## config.mk

```make
export PLATFORM = sky130hd
export DESIGN_NAME = crtu_top
export DESIGN_NICKNAME = d
export VERILOG_FILES = /design/src/crtu_pkg.sv /design/src/crtu_channel.sv /design/src/crtu_top.sv
export VERILOG_INCLUDE_DIRS = /design/src
export SDC_FILE = /design/constraint.sdc
export NUM_CORES = 1
export LEC_CHECK = 0
export BUFFER_PORTS_ARGS = -buffer_cell sky130_fd_sc_hd__buf_2
export CAP_MARGIN = 20
export CORE_ASPECT_RATIO = 1.5
export CORE_MARGIN = 2
export CORE_UTILIZATION = 35
export CTS_CLUSTER_DIAMETER = 40
export DETAILED_ROUTE_END_ITERATION = 8
export GPL_ROUTABILITY_DRIVEN = 0
export SETUP_SLACK_MARGIN = 0.15
export SYNTH_ARGS = -nofsm -noshare
export SYNTH_HDL_FRONTEND = slang
export SYNTH_SLANG_ARGS = --single-unit
```

## constraint.sdc

```tcl
create_clock -name hclk -period 4.7 [get_ports hclk]
set_input_delay 0.705 -clock hclk [delete_from_list [all_inputs] [get_ports hclk]]
set_output_delay 0.705 -clock hclk [all_outputs]
set_load 0.005 [all_outputs]
```

## src/crtu_map.svh

```systemverilog
// Register offsets, field positions and counts of the reload timer unit.
// Included by the package, the channel, the top and the bench; definitions only.
`ifndef CRTU_MAP_SVH
`define CRTU_MAP_SVH

`define CRTU_NUM_CH      5
`define CRTU_CNT_W       16
`define CRTU_CFG_W       8

// Byte offsets of the word registers on the register bus
`define CRTU_OFF_START   8'h00
`define CRTU_OFF_UPDOWN  8'h04
`define CRTU_OFF_PORT    8'h08
`define CRTU_OFF_MODE    8'h10
`define CRTU_OFF_COUNT   8'h30
`define CRTU_BAD_IDX     3'h7

// Fields of a channel mode register
`define CRTU_F_MODE      1:0
`define CRTU_F_PULSE     2
`define CRTU_F_SRC       4:3
`define CRTU_F_FREE      5
`define CRTU_F_DIRPIN    6

// Port register fields
`define CRTU_F_PDATA     1:0
`define CRTU_F_PDIR      3:2

// Counter limits and prescaler terminal values
`define CRTU_CNT_ZERO    16'h0000
`define CRTU_CNT_MAX     16'hffff
`define CRTU_DIV8_MASK   5'h07
`define CRTU_DIV32_LAST  5'h1f

`define CRTU_RESP_OKAY   1'b0

`endif

```

## src/crtu_pkg.sv

```systemverilog
// Types shared by the reload timer unit modules.
// Assumes crtu_map.svh is on the include path.
`include "crtu_map.svh"

package crtu_pkg;

    typedef enum logic [1:0] {
        CRTU_MODE_INTERVAL = 2'h0,
        CRTU_MODE_EVENT    = 2'h1,
        CRTU_MODE_ONESHOT  = 2'h2,
        CRTU_MODE_PWM      = 2'h3
    } crtu_mode_t;

    typedef struct packed {
        logic [`CRTU_CNT_W-1:0] cnt;
        logic [`CRTU_CNT_W-1:0] reload;
        logic                   irq;
        logic                   tgl;
        logic                   halted;
    } crtu_chan_st_t;

    typedef struct packed {
        logic [`CRTU_NUM_CH-1:0]                  start;
        logic [`CRTU_NUM_CH-1:0]                  updown;
        logic [3:0]                               port;
        logic [`CRTU_NUM_CH-1:0][`CRTU_CFG_W-1:0] mode;
        logic                                     pend;
        logic                                     pend_write;
        logic [7:0]                               addr;
        logic                                     ready;
        logic [31:0]                              rdata;
        logic [1:0][2:0]                          sync;
        logic [1:0]                               lvl;
        logic [1:0]                               pin_out;
        logic [1:0]                               pin_oe;
        logic [4:0]                               pre;
        logic                                     tick8;
        logic                                     tick32;
    } crtu_top_st_t;

endpackage : crtu_pkg

```

## src/crtu_channel.sv

```systemverilog
// One 16-bit reloading counter channel of the timer unit.
// Assumes count ticks and events are one-cycle pulses on hclk.
`timescale 1ns/1ps
`include "crtu_map.svh"

module crtu_channel (
    input  wire logic                   hclk,       // System clock
    input  wire logic                   hresetn,    // Async reset, active low
    input  wire logic [`CRTU_CFG_W-1:0] cfg,        // Mode register
    input  wire logic                   start,      // Count-start flag
    input  wire logic                   up_flag,    // Software direction
    input  wire logic                   dir_pin,    // Pin direction level
    input  wire logic [2:0]             src_tick,   // Prescaled clock pulses
    input  wire logic [2:0]             ev_tick,    // B-group overflow and neighbour wrap pulses
    input  wire logic                   wr_en,      // Count register write
    input  wire logic [`CRTU_CNT_W-1:0] wr_data,    // Written value
    output logic      [`CRTU_CNT_W-1:0] count_val,  // Current count
    output logic                        irq,        // Wrap pulse
    output logic                        tgl         // Pulse output level
);
    import crtu_pkg::*;

    crtu_chan_st_t s_reg;
    crtu_chan_st_t s_next;
    crtu_mode_t    mode;
    logic          tick;
    logic          up;
    logic          wrap;

    function automatic logic pick(input logic [2:0] v, input logic [1:0] sel);
        pick = (sel == 2'h3) ? 1'b0 : v[sel];
    endfunction : pick

    always_comb begin
        s_next = s_reg;
        s_next.irq = 1'b0;
        mode = crtu_mode_t'(cfg[`CRTU_F_MODE]);
        tick = (mode == CRTU_MODE_EVENT) ? pick(ev_tick, cfg[`CRTU_F_SRC])
                                         : pick(src_tick, cfg[`CRTU_F_SRC]);
        up = (mode == CRTU_MODE_EVENT) && (cfg[`CRTU_F_DIRPIN] ? dir_pin : up_flag);
        wrap = up ? (s_reg.cnt == `CRTU_CNT_MAX) : (s_reg.cnt == `CRTU_CNT_ZERO);
        if (!start) begin
            s_next.halted = 1'b0;
        end
        // Stopped channel holds count, raises nothing
        if (start && tick && !s_reg.halted) begin
            if (wrap) begin
                s_next.irq = 1'b1;
                if (cfg[`CRTU_F_PULSE]) begin
                    s_next.tgl = ~s_reg.tgl;
                end
                if (mode == CRTU_MODE_EVENT && cfg[`CRTU_F_FREE]) begin
                    s_next.cnt = up ? `CRTU_CNT_ZERO : `CRTU_CNT_MAX;
                end else begin
                    s_next.cnt = s_reg.reload;
                end
                if (mode == CRTU_MODE_ONESHOT) begin
                    s_next.halted = 1'b1;
                end
            end else if (up) begin
                s_next.cnt = s_reg.cnt + 16'h0001;
            end else begin
                s_next.cnt = s_reg.cnt - 16'h0001;
            end
        end
        if (wr_en) begin
            s_next.reload = wr_data;
            if (!start) begin
                s_next.cnt = wr_data;
            end
        end
    end

    always_ff @(posedge hclk or negedge hresetn) begin
        if (!hresetn) begin
            s_reg <= '0;
        end else begin
            s_reg <= s_next;
        end
    end

    assign count_val = s_reg.cnt;
    assign irq       = s_reg.irq;
    assign tgl       = s_reg.tgl;

endmodule : crtu_channel

```

## src/crtu_top.sv

```systemverilog
// Cascadable reload timer unit: five counter channels behind an AHB-Lite slave.
// Assumes a single AHB-Lite master; pin inputs are asynchronous to hclk;
// the b-group overflow input is a one-cycle pulse on hclk.
`timescale 1ns/1ps
`include "crtu_map.svh"

// Summary of operation
// - Five independent channels, each a 16-bit counter with 16-bit reload register.
// - Mode register bits 0 and 1 select interval, event or one-shot; value 3 (PWM) runs as interval mode.
// - One-shot mode reloads and halts the counter at its first underflow.
// - Interval mode counts undivided, eighth or thirty-second prescaled clock.
// - Interval mode counts down and reloads on each underflow.
// - Interval mode with reload n underflows every n+1 source pulses.
// - Channel counts only while its count-start flag is one.
// - Interval mode raises the interrupt request on every underflow.
// - Reading the count register returns the current counter value.
// - Write while stopped updates both reload register and counter.
// - Write while counting updates only the reload register.
// - Interval mode with pulse output inverts the output pin each underflow.
// - Event mode counts wraps of b-group third timer or two neighbours.
// - Event direction comes from the up/down flag or the direction pin.
// - Event mode without free-run reloads on every overflow or underflow.
// - Event wrap every ffff-n+1 events up, n+1 events down.
// - Event mode raises the interrupt request on every wrap.
// - Event mode with free-run wraps without reloading.
// - Event mode with pulse output inverts the output pin each wrap, unless the pin is the direction input.
// - Channels 2 and 3 pin: general port, pulse output or direction input.
module crtu_top (
    input  wire logic        hclk,                        // System clock, 125 MHz
    input  wire logic        hresetn,                     // Async reset, active low
    input  wire logic        hsel,                        // Slave select
    input  wire logic [31:0] haddr,                       // Byte address
    input  wire logic [1:0]  htrans,                      // Transfer type
    input  wire logic        hwrite,                      // Write transfer
    input  wire logic [2:0]  hsize,                       // Word only
    input  wire logic [31:0] hwdata,                      // Write data
    input  wire logic        hready,                      // Bus ready
    output logic             hreadyout,                   // Slave ready
    output logic [31:0]      hrdata,                      // Read data
    output logic             hresp,                       // Always OKAY
    input  wire logic        b_group_third_timer,         // Overflow pulse in
    input  wire logic        channel_two_output_pin_i,    // Pin level in
    output logic             channel_two_output_pin_o,    // Pin level out
    output logic             channel_two_output_pin_oe,   // Pin drive enable
    input  wire logic        channel_three_output_pin_i,  // Pin level in
    output logic             channel_three_output_pin_o,  // Pin level out
    output logic             channel_three_output_pin_oe, // Pin drive enable
    output logic [4:0]       channel_irq                  // Wrap request pulses
);
    import crtu_pkg::*;

    // ****************************************
    // State and channel wiring
    // ****************************************

    crtu_top_st_t                             s_reg;
    crtu_top_st_t                             s_next;
    logic [`CRTU_NUM_CH-1:0][`CRTU_CNT_W-1:0] cnt_bus;
    logic [`CRTU_NUM_CH-1:0]                  wrap_bus;
    logic [`CRTU_NUM_CH-1:0]                  tgl_bus;
    logic [`CRTU_NUM_CH-1:0]                  wr_cnt;
    logic [`CRTU_NUM_CH-1:0]                  dir_lvl;
    logic [1:0]                               pin_in;
    logic [2:0]                               idx_mode;
    logic [2:0]                               idx_cnt;

    assign pin_in = {channel_three_output_pin_i, channel_two_output_pin_i};

    // Index of a per-channel register, or the bad index when unmapped
    function automatic logic [2:0] chan_index(input logic [7:0] a, input logic [7:0] base);
        logic [7:0] off;
        off = a - base;
        if (a >= base && off[1:0] == 2'h0 && off[7:2] < 6'(`CRTU_NUM_CH)) begin
            chan_index = off[4:2];
        end else begin
            chan_index = `CRTU_BAD_IDX;
        end
    endfunction : chan_index

    // ****************************************
    // Next-state logic
    // ****************************************

    always_comb begin
        s_next = s_reg;
        wr_cnt = '0;
        idx_mode = chan_index(s_reg.addr, `CRTU_OFF_MODE);
        idx_cnt = chan_index(s_reg.addr, `CRTU_OFF_COUNT);

        // Pin synchronisers: level changes once second and third stage agree
        for (int p = 0; p < 2; p++) begin
            s_next.sync[p] = {s_reg.sync[p][1:0], pin_in[p]};
            if (s_reg.sync[p][1] == s_reg.sync[p][2]) begin
                s_next.lvl[p] = s_reg.sync[p][2];
            end
        end

        // Shared prescaler for the eighth and thirty-second clocks
        s_next.pre = s_reg.pre + 5'h01;
        s_next.tick8 = (s_reg.pre & `CRTU_DIV8_MASK) == `CRTU_DIV8_MASK;
        s_next.tick32 = s_reg.pre == `CRTU_DIV32_LAST;

        // Bus: one wait state per transfer so read data comes from a flop
        if (s_reg.pend) begin
            s_next.pend = 1'b0;
            s_next.ready = 1'b1;
            if (s_reg.pend_write) begin
                if (s_reg.addr == `CRTU_OFF_START) begin
                    s_next.start = hwdata[`CRTU_NUM_CH-1:0];
                end else if (s_reg.addr == `CRTU_OFF_UPDOWN) begin
                    s_next.updown = hwdata[`CRTU_NUM_CH-1:0];
                end else if (s_reg.addr == `CRTU_OFF_PORT) begin
                    s_next.port = hwdata[3:0];
                end else if (idx_mode != `CRTU_BAD_IDX) begin
                    s_next.mode[idx_mode] = hwdata[`CRTU_CFG_W-1:0];
                end else if (idx_cnt != `CRTU_BAD_IDX) begin
                    wr_cnt[idx_cnt] = 1'b1;
                end
            end else begin
                s_next.rdata = 32'h0000_0000;
                if (s_reg.addr == `CRTU_OFF_START) begin
                    s_next.rdata[`CRTU_NUM_CH-1:0] = s_reg.start;
                end else if (s_reg.addr == `CRTU_OFF_UPDOWN) begin
                    s_next.rdata[`CRTU_NUM_CH-1:0] = s_reg.updown;
                end else if (s_reg.addr == `CRTU_OFF_PORT) begin
                    s_next.rdata[5:0] = {s_reg.lvl, s_reg.port};
                end else if (idx_mode != `CRTU_BAD_IDX) begin
                    s_next.rdata[`CRTU_CFG_W-1:0] = s_reg.mode[idx_mode];
                end else if (idx_cnt != `CRTU_BAD_IDX) begin
                    s_next.rdata[`CRTU_CNT_W-1:0] = cnt_bus[idx_cnt];
                end
            end
        end else if (hsel && hready && htrans[1]) begin
            s_next.pend = 1'b1;
            s_next.pend_write = hwrite;
            s_next.addr = haddr[7:0];
            s_next.ready = 1'b0;
        end

        // Pins of channels 2 and 3
        for (int p = 0; p < 2; p++) begin
            if (s_reg.mode[p+2][`CRTU_F_DIRPIN]
                && s_reg.mode[p+2][`CRTU_F_MODE] == CRTU_MODE_EVENT) begin
                s_next.pin_oe[p] = 1'b0;
                s_next.pin_out[p] = 1'b0;
            end else if (s_reg.mode[p+2][`CRTU_F_PULSE]) begin
                s_next.pin_oe[p] = 1'b1;
                s_next.pin_out[p] = tgl_bus[p+2];
            end else begin
                s_next.pin_oe[p] = s_reg.port[p+2];
                s_next.pin_out[p] = s_reg.port[p];
            end
        end
    end

    // ****************************************
    // State register
    // ****************************************

    always_ff @(posedge hclk or negedge hresetn) begin
        if (!hresetn) begin
            s_reg <= '0;
            s_reg.ready <= 1'b1;
        end else begin
            s_reg <= s_next;
        end
    end

    // ****************************************
    // Channels
    // ****************************************

    // Only channels 2 and 3 own a pin; the rest see their flag on both inputs
    always_comb begin
        dir_lvl = s_reg.updown;
        dir_lvl[2] = s_reg.lvl[0];
        dir_lvl[3] = s_reg.lvl[1];
    end

    genvar gi;
    generate
        for (gi = 0; gi < `CRTU_NUM_CH; gi++) begin : g_ch
            localparam int NB1 = (gi + `CRTU_NUM_CH - 1) % `CRTU_NUM_CH;
            localparam int NB2 = (gi + 1) % `CRTU_NUM_CH;
            // Neighbour wraps come from flops, so the ring forms no loop
            crtu_channel u_ch (
                .hclk      (hclk),
                .hresetn   (hresetn),
                .cfg       (s_reg.mode[gi]),
                .start     (s_reg.start[gi]),
                .up_flag   (s_reg.updown[gi]),
                .dir_pin   (dir_lvl[gi]),
                .src_tick  ({s_reg.tick32, s_reg.tick8, 1'b1}),
                .ev_tick   ({wrap_bus[NB2], wrap_bus[NB1], b_group_third_timer}),
                .wr_en     (wr_cnt[gi]),
                .wr_data   (hwdata[`CRTU_CNT_W-1:0]),
                .count_val (cnt_bus[gi]),
                .irq       (wrap_bus[gi]),
                .tgl       (tgl_bus[gi])
            );
        end
    endgenerate

    // ****************************************
    // Outputs
    // ****************************************

    assign hreadyout                   = s_reg.ready;
    assign hrdata                      = s_reg.rdata;
    assign hresp                       = `CRTU_RESP_OKAY;
    assign channel_two_output_pin_o    = s_reg.pin_out[0];
    assign channel_two_output_pin_oe   = s_reg.pin_oe[0];
    assign channel_three_output_pin_o  = s_reg.pin_out[1];
    assign channel_three_output_pin_oe = s_reg.pin_oe[1];
    assign channel_irq                 = wrap_bus;

endmodule : crtu_top

```

==> results.yml <==
status:
  status: "complete, no violations"
final_layout:
  diodes: 0
  drive_gt1_frac: 0.1781
  finalNetCount: 1986
  fin_cells: 2516
  seq_area_mm2: 0.006808
  largest_reg_flops: 85
  fillCellCount: 4866
  multi_input_area_mm2: 0.009763
  area_delta_synth_final_pct: 11.29
sta:
  tightest_slew_ns: 0.9634
  drv_slew: 0
  setup_violations: 0
  finalSetupTns_ns: 0
  relSlewSlack: 0.3578
  finalCritPeriodShare: 0.8138
  timing.hold.ws_ns: 0.2609
  period_needed_ns: 3.825
  finalHoldViolCount: 0
  timing.fmax_ghz: 0.2614
  finClkSkew_ns: 0.02812
  rsz0062_at_grt: "false"
floorplan:
  row_count: 100
  start_util: 0.3521
  die_area_mm2: 0.05156
  boundaryPins: 120
  die_w_um: 186.1
  core-area_mm2: 0.04942
  die_h_um: 277.1
power_and_ir_drop:
  ir_drop_uv: 245.2
  power_mw: 9.111
  power_density_mw_per_mm2: 470.4
  p_leak_nw: 8.218
synth:
  synth-edff-count: 0
  yosys.area.top_type: "dfrtp_1"
  synthSimpleGateAreaFrac: 0.1234
  yosysUniqueCellTypes: 81
  syn_inst: 1827
  netlist_area_mm2: 0.01740
  synth-compound-area-share: 0.2096
  ys.flop_type: "dfrtp_1"
  avgSynthCellArea_um2: 9.525
  ys_seq_area_frac: 0.3912
  synth_area_leaders: "dfrtp_1 (39%), mux2_2 (8.7%), ha_1 (5.5%)"
  synth_top_family_by_area: "compound AO/OA/AOI/OAI gates"
  synth_seq_cells: 272
  synthXorXnorAreaFrac: 0.03473
  synth.area.mux_share: 0.1257
  yosys_warnings: 0
  synth_top_area_frac: 0.3897
  synth_adder_area_share: 0.06226
  async_flop_share: 1.000
placement:
  portBuffers: 58
  post-dp-hpwl_um: 39920
  placedCellCount: 2451
clock_network:
  clockBufferDepth: 3
  cts-resized-gates: 0
  cts_hold_buf: 0
  post_cts_buffers: 0
  cts_root_buf: "clkbuf_16"
  h-tree-depth: 2
  cts_inserted_buffers: 35
  cts.clk_slew.worst_paths_ns: 0.06
  clk_latency_ns: 0.55
  cts_tree: "yes"
  clock_sinks: 272
routing:
  routed_via_density: 5.810
  antenna_left: 0
  post_drt_wl_per_cell_um: 22.17
  vias: 14618
  drt-initial-drc-count: 1264
  drt_wl_total_um: 55780
  dr.pass1.iters: 5
  drc: 0
worst_setup_path:
  required_ns: 5.13
  cp_cell_sequence: "mux2_2 -> nand2_1 -> buf_4 -> ha_1 -> a2111oi_0 -> o31a_1 -> o31ai_1 -> nand4_1 -> o21ai_0 -> o41ai_1 -> xnor2_1 -> a211oi_1 -> o31ai_1"
  reg2reg_slack_ns: 0.88
  critical_path.max_fanout: 19
  crit_start: "s_reg[92]$_DFFE_PN0P_"
  cp.arrival_ns: 4.25
  critPathCapture: "g_ch[3].u_ch.count_val[15]$_DFF_PN0_"
  path_depth: 13
  end_kind: "flip-flop"
  worst-path-buf-inv: 1
  critical_path.reg2reg.endpoint: "g_ch[3].u_ch.count_val[15]$_DFF_PN0_"
  ff2ff_path_depth: 13
  crit_path_top_delay_cell: "a2111oi_0"
  cpMostUsedCell: "o31ai_1"
  crit_family: "compound AO/OA/AOI/OAI gates"
  startpoint_type: "flip-flop"
  setup.worst_path.class: "flip-flop to flip-flop"
  max_stage_delay_ns: 0.57
  r2r_start: "s_reg[92]$_DFFE_PN0P_"
grt:
  grt_pass1_vias: 14681
  grt.overflow.total: 0
  grt_max_degree: 120
  antenna_found_initial: 1
  grt_pass1_wl_um: 86800
  track_usage: 0.2183
job:
  maxCapViolCount: 0
min_path:
  worstHoldPathType: "primary input to async pin"
[area by class of cell]
cell class | instances | share of cell area
multi-input combinational | 1375 | 0.5041
sequential | 272 | 0.3515
clock buffer | 44 | 0.05065
tap | 663 | 0.04283
timing repair buffer | 95 | 0.03114
clock inverter | 19 | 0.01047
inverter | 48 | 0.009303
[worst min path at each step]
stage / from / slack [ns] / end
2_1_floorplan: s_next[14]$_DFF_PN0_ / 0.33 / s_next[15]$_DFF_PN0_
3_3_place_gp: s_next[14]$_DFF_PN0_ / 0.34 / s_next[15]$_DFF_PN0_
3_5_place_dp: s_next[14]$_DFF_PN0_ / 0.35 / s_next[15]$_DFF_PN0_
4_1_cts: channel_two_output_pin_i / 0.24 / s_next[14]$_DFF_PN0_
5_1_grt: channel_two_output_pin_i / 0.25 / s_next[14]$_DFF_PN0_
6_report: hresetn / 0.26 / g_ch[4].u_ch.s_reg[7]$_DFFE_PN0P_
[synthesized netlist by cell type, drive strengths merged (10+ instances only)]
master,number
nor4,27
o21bai,14
a22oi,13
clkbuf,79
o211ai,40
xnor2,44
nor2,113
o21ai,132
buf,69
a21oi,171
or3,13
inv,47
mux4,20
xor2,25
nor3,25
nor2b,14
a211oi,65
o31ai,10
and3,10
a221oi,10
mux2,135
nand3,21
a21o,32
nand2,169
nand4,30
dfrtp,271
ha,77
a31oi,15
mux2i,19
[worst reg2reg max path: stages, from the launching register on]
cell	delay, ns
dfrtp_1	0.47
mux2_2	0.43
nand2_1	0.08
buf_4	0.25
ha_1	0.36
a2111oi_0	0.57
o31a_1	0.29
o31ai_1	0.12
nand4_1	0.12
o21ai_0	0.13
o41ai_1	0.34
xnor2_1	0.18
a211oi_1	0.10
o31ai_1	0.26
[layout by cell type (no fill, tap or decap), drive strengths merged, types with 25 or more instances in the layout]
master	netlist	final
inv	47	55
buf	69	95
nand2	169	169
a21o	32	32
nor2	113	113
mux2	135	135
nor4	27	27
xnor2	44	44
o211ai	40	40
a21oi	171	171
o21ai	132	132
nor3	25	25
ha	77	77
clkbuf	79	44
a211oi	65	65
xor2	25	25
dfrtp	271	271
nand4	30	30
[power breakdown]
part           switching (mW)  total (mW)  internal (mW)
sequential              0.659        3.31           2.65
combinational            1.65        3.05           1.40
clock                    1.17        2.75           1.58
total                    3.47        9.11           5.64
[per-layer routing]
layer	vias to the layer above	routed length, um	global-route usage
met1	7141	20630	0.2487
met3	201	3167	0.03012
met4	2	4449	0.1504
li1	6704	-	-
met2	570	27520	0.3737
met5	-	11	0
[metrics by stage]
step | setup slack, ns | util | cell area, um^2
3_3_place_gp | 0.9231 | 0.3676 | 18170
2_1_floorplan | 1.223 | - | 17460
6_report | 0.8751 | 0.3919 | 19370
3_5_place_dp | 0.9222 | 0.3676 | 18170
4_1_cts | 0.8993 | 0.3916 | 19350
5_1_grt | 0.5404 | 0.3919 | 19370
[cells by family (layout without fill, tap and decap cells)]
| kind of cell | Yosys count | in the layout |
|---|---|---|
| adder cells (fa/ha/maj) | 84 | 84 |
| AND/OR/NAND/NOR | 457 | 457 |
| other | 1 | 17 |
| multiplexers | 174 | 174 |
| flip-flops | 272 | 272 |
| AO/OA/AOI/OAI | 574 | 574 |
| buffers and inverters | 196 | 206 |
| XOR/XNOR | 69 | 69 |
Power figures use the tool's default switching activity.
